File: config.mk
export PLATFORM = sky130hd
export DESIGN_NAME = sspd_synth_core
export DESIGN_NICKNAME = d
export VERILOG_FILES = /design/src/hdl/sspd_pkg.sv /design/src/hdl/sspd_lock_detect.sv /design/src/hdl/sspd_synth_core.sv
export SDC_FILE = /design/constraint.sdc
export NUM_CORES = 1
export LEC_CHECK = 0
export ABC_CLOCK_PERIOD_IN_PS = 3730
export BUFFER_PORTS_ARGS = -buffer_cell sky130_fd_sc_hd__buf_4
export CAP_MARGIN = 20
export CORE_ASPECT_RATIO = 2
export CORE_MARGIN = 4
export CORE_UTILIZATION = 30
export DETAILED_ROUTE_END_ITERATION = 10
export GPL_ROUTABILITY_DRIVEN = 0
export PLACE_DENSITY_LB_ADDON = 0.25
export SYNTH_ARGS = -nofsm -noshare
export SYNTH_HDL_FRONTEND = slang
export SYNTH_HIERARCHICAL = 1
export SYNTH_SLANG_ARGS = --single-unit
File: constraint.sdc
create_clock -name core_clk -period 3.73 [get_ports core_clk]
set_input_delay 0.746 -clock core_clk [delete_from_list [all_inputs] [get_ports core_clk]]
set_output_delay 0.746 -clock core_clk [all_outputs]
set_load 0.1 [all_outputs]
File: src/hdl/sspd_pkg.sv
package sspd_pkg;

  localparam int          WORD_W          = 24;
  localparam int          B_W             = 13;
  localparam int          A_W             = 5;
  localparam int          R_W             = 14;

  // target select codes in the two low bits of a word
  localparam logic [1:0]  SEL_CONTROL     = 2'h0;
  localparam logic [1:0]  SEL_REFCNT      = 2'h1;
  localparam logic [1:0]  SEL_FBCNT       = 2'h2;
  localparam logic [1:0]  SEL_TEST        = 2'h3;

  // control latch fields
  localparam int          CTL_PRESC_LSB   = 22;
  localparam int          CTL_LEVEL_LSB   = 12;
  localparam int          CTL_MUTE_BIT    = 11;
  localparam int          CTL_CPTRI_BIT   = 9;
  localparam int          CTL_MON_LSB     = 5;
  localparam int          CTL_CRST_BIT    = 4;

  // feedback counter latch fields
  localparam int          FB_HALVE_BIT    = 22;
  localparam int          FB_B_LSB        = 8;
  localparam int          FB_A_LSB        = 2;

  // reference counter latch fields
  localparam int          REF_BANDDIV_LSB = 20;
  localparam int          REF_LOCKCNT_BIT = 18;
  localparam int          REF_BKLASH_LSB  = 16;
  localparam int          REF_R_LSB       = 2;

  localparam logic [23:0] LATCH_RESET     = 24'h000000;

  // prescaler modulus codes
  localparam logic [1:0]  PRESC_8_9       = 2'h0;
  localparam logic [1:0]  PRESC_16_17     = 2'h1;
  localparam logic [1:0]  PRESC_32_33     = 2'h2;

  // monitor output selections
  localparam logic [2:0]  MON_TRISTATE    = 3'h0;
  localparam logic [2:0]  MON_DIGITAL_LD  = 3'h1;
  localparam logic [2:0]  MON_FB_DIV      = 3'h2;
  localparam logic [2:0]  MON_HIGH        = 3'h3;
  localparam logic [2:0]  MON_REF_DIV     = 3'h4;
  localparam logic [2:0]  MON_ANALOG_LD   = 3'h5;
  localparam logic [2:0]  MON_SER_DATA    = 3'h6;
  localparam logic [2:0]  MON_LOW         = 3'h7;

  // timing
  localparam int          CLK_PERIOD_NS   = 10;
  localparam int          LOCK_GOOD_NS    = 15;
  localparam int          LOCK_BAD_NS     = 25;
  // error below LOCK_GOOD_CYC clock cycles is good, at or above LOCK_BAD_CYC is bad
  localparam int          LOCK_GOOD_CYC   = (LOCK_GOOD_NS + CLK_PERIOD_NS - 1) / CLK_PERIOD_NS;
  localparam int          LOCK_BAD_CYC    = LOCK_BAD_NS / CLK_PERIOD_NS + 1;
  localparam logic [2:0]  LOCK_RUN_SHORT  = 3'h3;
  localparam logic [2:0]  LOCK_RUN_LONG   = 3'h5;
  localparam logic [2:0]  BAND_SEL_CYCLES = 3'h5;

  typedef enum logic [1:0] {
    BS_IDLE = 2'b01,
    BS_RUN  = 2'b10
  } sspd_band_t;

  typedef enum logic [2:0] {
    PH_IDLE     = 3'b001,
    PH_REFFIRST = 3'b010,
    PH_FBFIRST  = 3'b100
  } sspd_phase_t;

  function automatic logic sspdRise(input logic prev, input logic cur);
    return cur & ~prev;
  endfunction

endpackage

File: src/hdl/sspd_lock_detect.sv
`timescale 1ns/100ps
module sspd_lock_detect
  import sspd_pkg::*;
(
  input  wire logic core_clk,
  input  wire logic rst_n,
  input  wire logic refPulse,
  input  wire logic fbPulse,
  input  wire logic lockCountLong,
  output logic      lockDetect,
  output logic      phaseWindow
);

  sspd_phase_t phase_reg;
  sspd_phase_t phase_next;
  logic [2:0]  errCnt_reg;
  logic [2:0]  errCnt_next;
  logic [2:0]  goodRun_reg;
  logic [2:0]  goodRun_next;
  logic        lock_reg;
  logic        lock_next;
  logic        window_reg;
  logic        window_next;
  logic        evalNow;
  logic [2:0]  evalErr;
  logic        evalGood;
  logic        evalBad;
  logic [2:0]  runNeeded;

  always_comb
  begin
    phase_next  = phase_reg;
    errCnt_next = (errCnt_reg == 3'h7) ? errCnt_reg : errCnt_reg + 3'h1;
    evalNow     = 1'b0;
    evalErr     = errCnt_reg;
    case (phase_reg)
      PH_IDLE:
      begin
        errCnt_next = 3'h1;
        if (refPulse && fbPulse)
        begin
          evalNow = 1'b1;
          evalErr = 3'h0;
        end
        else if (refPulse)
          phase_next = PH_REFFIRST;
        else if (fbPulse)
          phase_next = PH_FBFIRST;
      end
      PH_REFFIRST:
      begin
        // a second reference edge before feedback counts as a bad cycle
        if (fbPulse || refPulse)
        begin
          evalNow    = 1'b1;
          evalErr    = fbPulse ? errCnt_reg : 3'h7;
          phase_next = fbPulse ? PH_IDLE : PH_REFFIRST;
          errCnt_next = fbPulse ? errCnt_next : 3'h1;
        end
      end
      PH_FBFIRST:
      begin
        if (refPulse || fbPulse)
        begin
          evalNow    = 1'b1;
          evalErr    = refPulse ? errCnt_reg : 3'h7;
          phase_next = refPulse ? PH_IDLE : PH_FBFIRST;
          errCnt_next = refPulse ? errCnt_next : 3'h1;
        end
      end
      default:
        phase_next = PH_IDLE;
    endcase
    window_next = (phase_next != PH_IDLE);
  end

  always_comb
  begin
    runNeeded    = lockCountLong ? LOCK_RUN_LONG : LOCK_RUN_SHORT;
    evalGood     = evalNow && (evalErr < 3'(LOCK_GOOD_CYC));
    evalBad      = evalNow && (evalErr >= 3'(LOCK_BAD_CYC));
    goodRun_next = goodRun_reg;
    lock_next    = lock_reg;
    if (evalGood)
    begin
      goodRun_next = (goodRun_reg == 3'h7) ? goodRun_reg : goodRun_reg + 3'h1;
      if (goodRun_next >= runNeeded)
        lock_next = 1'b1;
    end
    else if (evalNow)
      goodRun_next = 3'h0;
    if (evalBad)
      lock_next = 1'b0;
  end

  always_ff @(posedge core_clk or negedge rst_n)
  begin
    if (!rst_n)
    begin
      phase_reg   <= PH_IDLE;
      errCnt_reg  <= 3'h0;
      goodRun_reg <= 3'h0;
      lock_reg    <= 1'b0;
      window_reg  <= 1'b0;
    end
    else
    begin
      phase_reg   <= phase_next;
      errCnt_reg  <= errCnt_next;
      goodRun_reg <= goodRun_next;
      lock_reg    <= lock_next;
      window_reg  <= window_next;
    end
  end

  assign lockDetect  = lock_reg;
  assign phaseWindow = window_reg;

  lock_rise_a: assert property (@(posedge core_clk) disable iff (!rst_n)
    $rose(lock_reg) |-> $past(evalGood) && ($past(goodRun_reg) >= 3'h2))
    else $error("lock rose without enough good cycles");

  lock_long_a: assert property (@(posedge core_clk) disable iff (!rst_n)
    ($rose(lock_reg) && $past(lockCountLong)) |-> ($past(goodRun_reg) >= 3'h4))
    else $error("long lock count rose too early");

  lock_clear_a: assert property (@(posedge core_clk) disable iff (!rst_n)
    (evalBad |=> !lock_reg) and ($fell(lock_reg) |-> $past(evalBad)))
    else $error("lock not cleared by bad phase error only");

endmodule // sspd_lock_detect

File: src/hdl/sspd_synth_core.sv
`timescale 1ns/100ps
module sspd_synth_core
  import sspd_pkg::*;
(
  input  wire logic       core_clk,
  input  wire logic       rst_n,
  input  wire logic       serClk,
  input  wire logic       serData,
  input  wire logic       latchStrobe,
  input  wire logic       refIn,
  input  wire logic       fbIn,
  input  wire logic       chipEnable,
  output logic            monitorOut,
  output logic            monitorOe,
  output logic            digitalLock,
  output logic [1:0]      prescalerSel,
  output logic            modulusCtrl,
  output logic            halveOutput,
  output logic            chargePumpOe,
  output logic            tuneIsolate,
  output logic            rfStageEnable,
  output logic            powerDown,
  output logic [1:0]      antibacklashWidth,
  output logic [1:0]      outputLevel
);

  logic [WORD_W-1:0] shift_reg;
  logic [WORD_W-1:0] shift_next;
  logic [WORD_W-1:0] ctl_reg;
  logic [WORD_W-1:0] ctl_next;
  logic [WORD_W-1:0] refLatch_reg;
  logic [WORD_W-1:0] refLatch_next;
  logic [WORD_W-1:0] fbLatch_reg;
  logic [WORD_W-1:0] fbLatch_next;
  // previous samples of serial clock, strobe, reference and feedback
  logic [3:0]        inPrev_reg;
  logic              serEdge;
  logic              strobeEdge;
  logic              refEdge;
  logic              fbEdge;
  logic              fbWrite;

  always_comb
  begin
    serEdge       = sspdRise(inPrev_reg[3], serClk);
    strobeEdge    = sspdRise(inPrev_reg[2], latchStrobe);
    refEdge       = sspdRise(inPrev_reg[1], refIn);
    fbEdge        = sspdRise(inPrev_reg[0], fbIn);
    shift_next    = serEdge ? {shift_reg[WORD_W-2:0], serData} : shift_reg;
    ctl_next      = ctl_reg;
    refLatch_next = refLatch_reg;
    fbLatch_next  = fbLatch_reg;
    fbWrite       = 1'b0;
    // the word in place before this cycle's shift is the one latched
    if (strobeEdge)
    begin
      if (shift_reg[1:0] == SEL_CONTROL)
        ctl_next = shift_reg;
      else if (shift_reg[1:0] == SEL_REFCNT)
        refLatch_next = shift_reg;
      else if (shift_reg[1:0] == SEL_FBCNT)
      begin
        fbLatch_next = shift_reg;
        fbWrite      = 1'b1;
      end
      // factory test code: no latch is built, the word is dropped
    end
  end

  always_ff @(posedge core_clk or negedge rst_n)
  begin
    if (!rst_n)
    begin
      shift_reg      <= LATCH_RESET;
      ctl_reg        <= LATCH_RESET;
      refLatch_reg   <= LATCH_RESET;
      fbLatch_reg    <= LATCH_RESET;
      inPrev_reg     <= 4'h0;
    end
    else
    begin
      shift_reg      <= shift_next;
      ctl_reg        <= ctl_next;
      refLatch_reg   <= refLatch_next;
      fbLatch_reg    <= fbLatch_next;
      inPrev_reg     <= {serClk, latchStrobe, refIn, fbIn};
    end
  end

  // field views
  wire logic [B_W-1:0] bRatio      = fbLatch_reg[FB_B_LSB +: B_W];
  wire logic [A_W-1:0] aSwallow    = fbLatch_reg[FB_A_LSB +: A_W];
  wire logic [R_W-1:0] rRatio      = refLatch_reg[REF_R_LSB +: R_W];
  wire logic [1:0]     bandDivSel  = refLatch_reg[REF_BANDDIV_LSB +: 2];
  wire logic           counterHold = ctl_reg[CTL_CRST_BIT] | ~chipEnable;

  // dividers and band select
  sspd_band_t     band_reg;
  sspd_band_t     band_next;
  logic [2:0]     bandCnt_reg;
  logic [2:0]     bandCnt_next;
  logic [2:0]     preDiv_reg;
  logic [2:0]     preDiv_next;
  logic [R_W-1:0] rCount_reg;
  logic [R_W-1:0] rCount_next;
  logic [B_W-1:0] bCount_reg;
  logic [B_W-1:0] bCount_next;
  logic           refPulse_reg;
  logic           refPulse_next;
  logic           fbPulse_reg;
  logic           fbPulse_next;
  logic           modulus_reg;
  logic           modulus_next;
  logic           rTick;
  logic [2:0]     preDivLast;

  always_comb
  begin
    // the extra divider only sits in front of the R counter during band select
    preDivLast    = 3'((4'h1 << bandDivSel) - 4'h1);
    rTick         = refEdge && (band_reg != BS_RUN || preDiv_reg == preDivLast);
    preDiv_next   = (band_reg != BS_RUN || rTick) ? 3'h0 : preDiv_reg + {2'h0, refEdge};
    // ratio 0 behaves as 1
    refPulse_next = rTick && !counterHold
                    && ({1'b0, rCount_reg} + 15'h1 >= {1'b0, rRatio});
    rCount_next   = (counterHold || refPulse_next) ? '0 : rCount_reg + {13'h0, rTick};
    fbPulse_next  = fbEdge && !counterHold && !fbWrite
                    && ({1'b0, bCount_reg} + 14'h1 >= {1'b0, bRatio});
    bCount_next   = (counterHold || fbWrite || fbPulse_next) ? '0 : bCount_reg + {12'h0, fbEdge};
    // P+1 for the first A prescaler periods, then P: N = B*P + A
    modulus_next = ~counterHold && ({8'h00, aSwallow} > bCount_next);
  end

  always_comb
  begin
    band_next    = band_reg;
    bandCnt_next = bandCnt_reg;
    case (band_reg)
      BS_IDLE:
        if (fbWrite)
        begin
          band_next    = BS_RUN;
          bandCnt_next = 3'h0;
        end
      BS_RUN:
        if (fbWrite)
          bandCnt_next = 3'h0;
        else if (refPulse_next)
        begin
          bandCnt_next = bandCnt_reg + 3'h1;
          if (bandCnt_reg == BAND_SEL_CYCLES - 3'h1)
            band_next = BS_IDLE;
        end
      default:
        band_next = BS_RUN;
    endcase
  end

  always_ff @(posedge core_clk or negedge rst_n)
  begin
    if (!rst_n)
    begin
      band_reg     <= BS_RUN;
      bandCnt_reg  <= 3'h0;
      preDiv_reg   <= 3'h0;
      rCount_reg   <= '0;
      bCount_reg   <= '0;
      refPulse_reg <= 1'b0;
      fbPulse_reg  <= 1'b0;
      modulus_reg  <= 1'b0;
    end
    else
    begin
      band_reg     <= band_next;
      bandCnt_reg  <= bandCnt_next;
      preDiv_reg   <= preDiv_next;
      rCount_reg   <= rCount_next;
      bCount_reg   <= bCount_next;
      refPulse_reg <= refPulse_next;
      fbPulse_reg  <= fbPulse_next;
      modulus_reg  <= modulus_next;
    end
  end

  logic lockInt;
  logic phaseWindow;

  sspd_lock_detect u_lock (
    .core_clk      (core_clk),
    .rst_n         (rst_n),
    .refPulse      (refPulse_reg),
    .fbPulse       (fbPulse_reg),
    .lockCountLong (refLatch_reg[REF_LOCKCNT_BIT]),
    .lockDetect    (lockInt),
    .phaseWindow   (phaseWindow)
  );

  // output stage
  logic       monOut_reg;
  logic       monOut_next;
  logic       monOe_reg;
  logic       monOe_next;
  logic       cpOe_reg;
  logic       cpOe_next;
  logic       isolate_reg;
  logic       isolate_next;
  logic       rfEn_reg;
  logic       rfEn_next;
  logic       pd_reg;
  logic       pd_next;
  logic [2:0] monSel;

  always_comb
  begin
    monSel      = ctl_reg[CTL_MON_LSB +: 3];
    monOut_next = 1'b0;
    monOe_next  = 1'b1;
    if (monSel == MON_TRISTATE)
      monOe_next = 1'b0;
    else if (monSel == MON_DIGITAL_LD)
      monOut_next = lockInt;
    else if (monSel == MON_FB_DIV)
      monOut_next = fbPulse_reg;
    else if (monSel == MON_HIGH)
      monOut_next = 1'b1;
    else if (monSel == MON_REF_DIV)
      monOut_next = refPulse_reg;
    else if (monSel == MON_ANALOG_LD)
      monOe_next = phaseWindow;
    else if (monSel == MON_SER_DATA)
      monOut_next = shift_reg[WORD_W-1];
    isolate_next = (band_next == BS_RUN);
    pd_next      = ~chipEnable;
    cpOe_next    = chipEnable && !ctl_reg[CTL_CPTRI_BIT] && !isolate_next;
    // supply stays off until digital lock when muting is asked for
    rfEn_next    = chipEnable && (!ctl_reg[CTL_MUTE_BIT] || lockInt);
  end

  always_ff @(posedge core_clk or negedge rst_n)
  begin
    if (!rst_n)
    begin
      monOut_reg  <= 1'b0;
      monOe_reg   <= 1'b0;
      cpOe_reg    <= 1'b0;
      isolate_reg <= 1'b1;
      rfEn_reg    <= 1'b0;
      pd_reg      <= 1'b1;
    end
    else
    begin
      monOut_reg  <= monOut_next;
      monOe_reg   <= monOe_next;
      cpOe_reg    <= cpOe_next;
      isolate_reg <= isolate_next;
      rfEn_reg    <= rfEn_next;
      pd_reg      <= pd_next;
    end
  end

  assign monitorOut        = monOut_reg;
  assign monitorOe         = monOe_reg;
  assign digitalLock       = lockInt;
  assign prescalerSel      = ctl_reg[CTL_PRESC_LSB +: 2];
  assign modulusCtrl       = modulus_reg;
  assign halveOutput       = fbLatch_reg[FB_HALVE_BIT];
  assign chargePumpOe      = cpOe_reg;
  assign tuneIsolate       = isolate_reg;
  assign rfStageEnable     = rfEn_reg;
  assign powerDown         = pd_reg;
  assign antibacklashWidth = refLatch_reg[REF_BKLASH_LSB +: 2];
  assign outputLevel       = ctl_reg[CTL_LEVEL_LSB +: 2];

  shift_in_a: assert property (@(posedge core_clk) disable iff (!rst_n)
    serEdge |=> shift_reg == {$past(shift_reg[WORD_W-2:0]), $past(serData)})
    else $error("shift register did not take the serial bit");

  latch_ctl_a: assert property (@(posedge core_clk) disable iff (!rst_n)
    (strobeEdge && shift_reg[1:0] == 2'h0) |=> ctl_reg == $past(shift_reg))
    else $error("control latch not loaded on strobe");

  latch_only_a: assert property (@(posedge core_clk) disable iff (!rst_n)
    (strobeEdge && shift_reg[1:0] == 2'h1) |=> $stable(ctl_reg) && $stable(fbLatch_reg)
      && refLatch_reg == $past(shift_reg))
    else $error("strobe disturbed an unselected latch");

  test_drop_a: assert property (@(posedge core_clk) disable iff (!rst_n)
    (strobeEdge && shift_reg[1:0] == 2'h3) |=> $stable(ctl_reg) && $stable(refLatch_reg)
      && $stable(fbLatch_reg))
    else $error("test code changed a latch");

  band_start_a: assert property (@(posedge core_clk) disable iff (!rst_n)
    fbWrite |=> tuneIsolate ##1 tuneIsolate)
    else $error("feedback write did not start band select");

  band_isolate_a: assert property (@(posedge core_clk) disable iff (!rst_n)
    tuneIsolate |-> !chargePumpOe)
    else $error("pump driven during band select");

  mute_hold_a: assert property (@(posedge core_clk) disable iff (!rst_n)
    (ctl_reg[CTL_MUTE_BIT] && !lockInt) |=> !rfStageEnable)
    else $error("output stage on before lock");

  ce_down_a: assert property (@(posedge core_clk) disable iff (!rst_n)
    !chipEnable |=> powerDown && !chargePumpOe && !rfStageEnable)
    else $error("chip enable low did not power down");

endmodule // sspd_synth_core

# == Word-level counts from Yosys, hierarchy flattened ==
# Cells that the tools add are included.
# Widths: inputs -> output; s select.
# classes
addsub,9
order_cmp,6
mux,59
bitwise_logic,13
n_reduce_logical,37
n_eq_ne,22
shifts,1
# op_table
op,count
$mux 3,24
$pmux 3 s3,3
$mux 1,22
$eq 3x3->1 const B,7
$add 14x1->15 const B,1
$ge 15x14->1,1
$add 13x1->14 const B,1
$add 14x1->14,1
$ge 14x13->1,1
$mux 14,1
$add 13x1->13,1
$gt 5x13->1,1
$logic_and 1x1->1,13
$mux 13,1
$mux 2,5
$add 3x1->3 const B,3
$eq 3x2->1 const B,3
$not 1->1,8
$reduce_bool 2->1,4
$logic_or 1x1->1,7
$eq 2x2->1 const B,3
$eq 3x1->1 const B,2
$pmux 3 s2,1
$reduce_and 3->1,2
21 further kinds,31
# totals
in_bits,8
word_cells,171
ff_bits,152
output_inout_bits,15

# == Longest topological paths before layout ==
# depth
depth_word,13
depth_mapped,19
depth_no_buf,19

# == Hierarchy ==
# The synthesis kept the hierarchy.
# by_module_without_submodules
mod,n_inst,cells_per_inst,area_each_um2,seq_area_each_um2
sspd_synth_core,1,623,6363.6,3006.6
sspd_lock_detect,1,79,744.5,276.5

# == Least setup slack after synthesis ==
# Ideal clock, no wire load.
# synth_path
kind,flip-flop to flip-flop
startpoint,reg bCount_reg[2]
endpoint,"reg modulus_reg, in the netlist modulusCtrl"
required_time_ps,3591
setup_time_ps,139
stages_incl_launch_ff,19
period_less_slack_ps,3548
path_buffers,1
setup_slack_ps,182
arrival_time_ps,3409
path_cell_list,dfrtp_1 -> buf_2 -> nand3_1 -> nor3_1 -> nand2_1 -> xnor2_1 -> ha_1 -> a21o_1 -> a21oi_1 -> nor2b_1 -> a2111o_1 -> a21o_1 -> or3_1 -> ha_1 -> o21a_1 -> o21a_1 -> o21a_1 -> o21ai_0 -> a31oi_1
# synth_between
elab_chain_cells,7
word_cells_on_any_way,8
cone_classes,2 x add/sub; 2 x order compare; 1 x mux; 3 x reduce/logical
# synth_rtl
item,line_no,text
from (decl),sspd_synth_core.sv:106,logic [B_W-1:0] bCount_reg;
from (signal assigned),sspd_synth_core.sv:178,bCount_reg <= bCount_next;
$add 13x1->14,sspd_synth_core.sv:128,"&& ({1'b0, bCount_reg} + 14'h1 >= {1'b0, bRatio});"
$ge 14x13->1,sspd_synth_core.sv:128,
$logic_and 1x1->1,sspd_synth_core.sv:128,
$logic_or 1x1->1,sspd_synth_core.sv:129,"bCount_next = (counterHold || fbWrite || fbPulse_next) ? '0 : bCount_reg + {12'h0, fbEdge};"
$mux 13 *,sspd_synth_core.sv:129,
$gt 5x13->1 *,sspd_synth_core.sv:131,"modulus_next = ~counterHold && ({8'h00, aSwallow} > bCount_next);"
$logic_and 1x1->1 *,sspd_synth_core.sv:131,
named net modulus_next,sspd_synth_core.sv:113,logic modulus_next;
to (signal assigned),sspd_synth_core.sv:181,modulus_reg <= modulus_next;
to (decl),sspd_synth_core.sv:112,logic modulus_reg;
# Mark *: on every way through the listed nets, which the timed path passes. The rest lies on a longest branch.
# A chain may end at the register's enable or synchronous reset.

# == Worst setup path in the final report ==
# layout_path
startpoint,reg bCount_reg[1]
endpoint,"reg modulus_reg, in the netlist modulusCtrl"
# The elaborated chain is that of the path after synthesis.

==> summary.md <==
| Metric | Value |
|---|---|
| Total count of max-transition violations in the final report | 0 |
| PwrDens | 569 nW/um^2 |
| Crit path launch type | register |
| Effective utilization at floorplan | 30.5% |
| Clock insertion delay at the later pin of the skew report | 420 ps |
| Width of the chip | 117 um |
| Maximum operating frequency | 276 MHz |
| Global route overflow | 0 |
| Post-synthesis instance area | 7110 um^2 |
| Synth cell types | 67 |
| H-tree lvl count | 4 |
| Leakage power total | roughly 0.0039 uW |
| Floorplan die area | approximately 26000 um^2 |
| R2R cell count | 16 |
| Endpoint class of the critical path | register |
| ANT cells | 0 |
| Worst EP required | 4020 ps |
| Clock Sinks | 131 |
| Placeable core area | 23300 um^2 |
| Total count of hold-check failures in the final report | 0 |
| Worst flop-to-flop path startpoint | bCount_reg[1]$_DFF_PN0_ |
| Yosys Warn Count | 6 |
| Proportion of synthesized chip area in sequential cells | 46.2% |
| Post-synthesis to final-layout area growth | 19.2% |
| Length of the first detailed-routing pass in iterations | 4 |
| RSZ-0062 raised after global routing | yes |
| Root buffer cell | sky130_fd_sc_hd__clkbuf_16 |
| IO buf count | 22 |
| Sequential share of power | 40.9% |
| Data arrival time of the critical path | 3910 ps |
| Layout Nets | roughly 800 |
| Cts bufs inserted | 17 |
| Via count of the first global-routing pass | 5135 |
| Number of core rows | 79 |
| Share of synthesized registers carrying an async set or reset | 100% |
| Outcome | complete, no violations |
| Period utilisation layout | between 90% and 100% |
| Setup TNS Final | 0 ps |
| Max transition margin | 36.9% |
| Combined global-route utilization of all metal layers | 13.2% |
| Via density | 4.79 |
| Antenna violations before repair | 0 |
| Critical Path Fanout Max | 3 |
| Post-synth top flop | sky130_fd_sc_hd__dfrtp_1 |
| Total number of vias | ~5000 |
| Capture point of the worst reg-to-reg path | modulusCtrl$_DFF_PN0_ |
| Tmin final | about 3600 ps |
| Count of boundary I/O pins | 23 |
| Final clock skew | 5.81 ps |
| Flip-flop count of the largest register after layout | 24 |
| Avg Inst Size Synth | 10.1 um^2 |
| Buffer levels on the longest clock path | 2 |
| Core occupancy in the finished layout | a little over a third |
| Total chip power | around 4800 uW |
| Maximum Capacitance Violations | 0 |
| Detailed Place HPWL | 12200 um |
| Final Setup Violations | 0 |
| Clock network fraction of design power | between 30% and 40% |
| DIE HEIGHT | 226 um |
| Largest net degree at the start of global routing | 73 |
| Average routed wire per standard cell | 15.6 um |
| Internal Pwr Total | about 3300 uW |
| Number of flip-flops and latches in the synthesized netlist | 131 |
| DRC violations left | 0 |
| Share of final-layout standard cells stronger than drive strength 1 | 23.7% |
| Global-route wire length before repair | 26700 um |
| Max IR drop VDD | 326 uV |
| Clock-pin transition on the worst setup and hold timing paths | 60 ps |
| R2R Setup Slk | between 100 and 150 ps |
| Number of enable flip-flop cells after synthesis | 0 |
| Worst-Margin Slew | 945 ps |
| Sw frac | 32.3% |
| # fillers | 2310 |
| Gate count after technology mapping | around 700 |
| CTS tree | built |
| Smallest hold slack | between 200 and 300 ps |
| Post-synthesis net count | 758 |
| Net switching power | 1560 uW |
| Relative contribution of combinational cells to total power | 24.7% |
| Type of the worst setup path | register to register |
| Sum of routed wire length over all layers | 16200 um |
| Class of the tightest hold or removal check | input pin to async pin |
| Starting DRC count in detailed routing | 300 |
| Antenna-violating nets left | 0 |
## cells by family (layout without fill, tap and decap cells)
logic type      after synthesis  in the layout  share of synthesized area, %
fa+ha+maj                    48             48                          8.45
xor+xnor                     49             49                          6.04
flops                       131            131                          46.2
compound gates              106            106                          9.89
simple gates                243            243                          17.3
mux                          44             44                          7.01
buf+inv                      81            135                          5.09
## power groups by stage
stage                     combinational [uW]  sequential, uW  clock [uW]
after floorplan                          756            2020           0
after global routing                    1340            2020        1760
final                                   1190            1970        1660
after CTS                               1180            1970        1700
after global placement                  1160            1990           0
after detailed placement                1180            2000           0
## layout make-up
| cell class | count | area [um^2] | area share, % |
|---|---|---|---|
| clock buffer | 22 | 444 | 5.24 |
| clock inverter | 10 | 134 | 1.58 |
| inverter | 46 | 173 | 2.04 |
| multi-input combinational | 490 | 3610 | 42.6 |
| sequential | 131 | 3290 | 38.8 |
| tap | 283 | 354 | 4.18 |
| timing repair buffer | 57 | 473 | 5.58 |
## how the worst max path moves through the flow
stage,startpoint,to,slack [ps],cells past startpoint
after floorplan,bCount_reg[2]$_DFF_PN0_,modulusCtrl$_DFF_PN0_,180,18
after global placement,bCount_reg[0]$_DFF_PN0_,modulusCtrl$_DFF_PN0_,90,16
after detailed placement,bCount_reg[2]$_DFF_PN0_,modulusCtrl$_DFF_PN0_,40,17
after CTS,bCount_reg[0]$_DFF_PN0_,modulusCtrl$_DFF_PN0_,10,18
after global routing,bCount_reg[1]$_DFF_PN0_,modulusCtrl$_DFF_PN0_,-100,18
final,bCount_reg[1]$_DFF_PN0_,modulusCtrl$_DFF_PN0_,110,16
## cell usage in the layout, fill, tap and decap left out, drive strengths merged, types with 3 or more instances in the layout
cell and n:
a211oi 5, a21o 10, a21oi 19, a31oi 5, and2 5, and3 10
and4 3, buf 57, bufinv 3, clkbuf 22, clkinv 5, dfrtp 127
dfstp 4, ha 48, inv 46, mux2 43, nand2 80, nand2b 10
nand3 26, nand3b 3, nand4 5, nor2 53, nor2b 5, nor3 20
nor4b 3, nor4bb 6, o21a 3, o21ai 41, o22ai 4, o32ai 3
or2 3, or3 4, xnor2 29, xor2 20
## critical path: stages, from the launching register on
cell and delay, ps:
sky130_fd_sc_hd__dfrtp_1 430, sky130_fd_sc_hd__ha_4 190, sky130_fd_sc_hd__buf_4 130, sky130_fd_sc_hd__xor2_1 140
sky130_fd_sc_hd__ha_1 290, sky130_fd_sc_hd__a21o_1 180, sky130_fd_sc_hd__a31oi_1 170, sky130_fd_sc_hd__o21ai_2 100
sky130_fd_sc_hd__a2111o_1 430, sky130_fd_sc_hd__a21o_1 210, sky130_fd_sc_hd__or3_1 320, sky130_fd_sc_hd__ha_1 310
sky130_fd_sc_hd__o21a_1 110, sky130_fd_sc_hd__o21a_1 160, sky130_fd_sc_hd__o21a_1 160, sky130_fd_sc_hd__o21ai_1 120
sky130_fd_sc_hd__a31oi_1 50
## per-stage QoR
| stage | setup slack [ps] | area (um^2) | std cells |
|---|---|---|---|
| CTS | 13.0 | 8330 | 1035 |
| floorplan | 182 | 7110 | 702 |
| global route | -102 | 8470 | 1039 |
| global placement | 91.8 | 7750 | 1003 |
| finish | 110 | 8470 | 1039 |
| detailed placement | 41.1 | 7750 | 1003 |
## layer usage
metal | share of wire (%) | wire length [um] | vias to the layer above | GRT usage, %
met2 | 58 | 9420 | 49 | 25.4
li1 | - | - | 2495 | -
met3 | 1.9 | 307 | 31 | 2.55
met1 | 36 | 5850 | 2403 | 13.1
met5 | 0 | 0 | - | 0
met4 | 3.6 | 589 | 0 | 6.15
## synth_stat cells, types with 2 or more instances
cell,n,share of area (%)
sky130_fd_sc_hd__a211oi_1,3,0.32
sky130_fd_sc_hd__a211oi_2,2,0.35
sky130_fd_sc_hd__a21o_1,9,0.95
sky130_fd_sc_hd__a21oi_1,18,1.3
sky130_fd_sc_hd__a31oi_1,5,0.44
sky130_fd_sc_hd__and2_1,5,0.44
sky130_fd_sc_hd__and3_1,10,0.88
sky130_fd_sc_hd__and4_1,2,0.25
sky130_fd_sc_hd__buf_2,7,0.49
sky130_fd_sc_hd__buf_4,8,0.84
sky130_fd_sc_hd__clkbuf_1,18,0.95
sky130_fd_sc_hd__dfrtp_1,127,45
sky130_fd_sc_hd__dfstp_2,4,1.5
sky130_fd_sc_hd__ha_1,48,8.4
sky130_fd_sc_hd__inv_1,46,2.4
sky130_fd_sc_hd__mux2_2,42,6.7
sky130_fd_sc_hd__nand2_1,79,4.2
sky130_fd_sc_hd__nand2b_1,10,0.88
sky130_fd_sc_hd__nand3_1,26,1.8
sky130_fd_sc_hd__nand3b_1,3,0.32
sky130_fd_sc_hd__nand4_1,5,0.44
sky130_fd_sc_hd__nor2_1,42,2.2
sky130_fd_sc_hd__nor2_2,11,0.97
sky130_fd_sc_hd__nor2b_1,5,0.44
sky130_fd_sc_hd__nor3_1,20,1.4
sky130_fd_sc_hd__nor4b_1,3,0.37
sky130_fd_sc_hd__nor4bb_1,6,0.84
sky130_fd_sc_hd__o21a_1,3,0.32
sky130_fd_sc_hd__o21ai_0,37,2.6
sky130_fd_sc_hd__o21ai_1,2,0.14
sky130_fd_sc_hd__o21ai_2,2,0.25
sky130_fd_sc_hd__o21bai_1,2,0.21
sky130_fd_sc_hd__o22ai_1,3,0.26
sky130_fd_sc_hd__o31ai_1,2,0.21
sky130_fd_sc_hd__o32a_1,2,0.28
sky130_fd_sc_hd__o32ai_1,3,0.37
sky130_fd_sc_hd__or2_2,2,0.18
sky130_fd_sc_hd__or3_1,4,0.35
sky130_fd_sc_hd__xnor2_1,29,3.6
sky130_fd_sc_hd__xor2_1,20,2.5
## what timing repair did
action / CTS / global route
endpoints found under the setup margin: 0 / 1
hold buffers: 0 / 0
setup buffers: 0 / 4
gates resized for setup: 0 / 25
(Power assumes the default switching activity.)
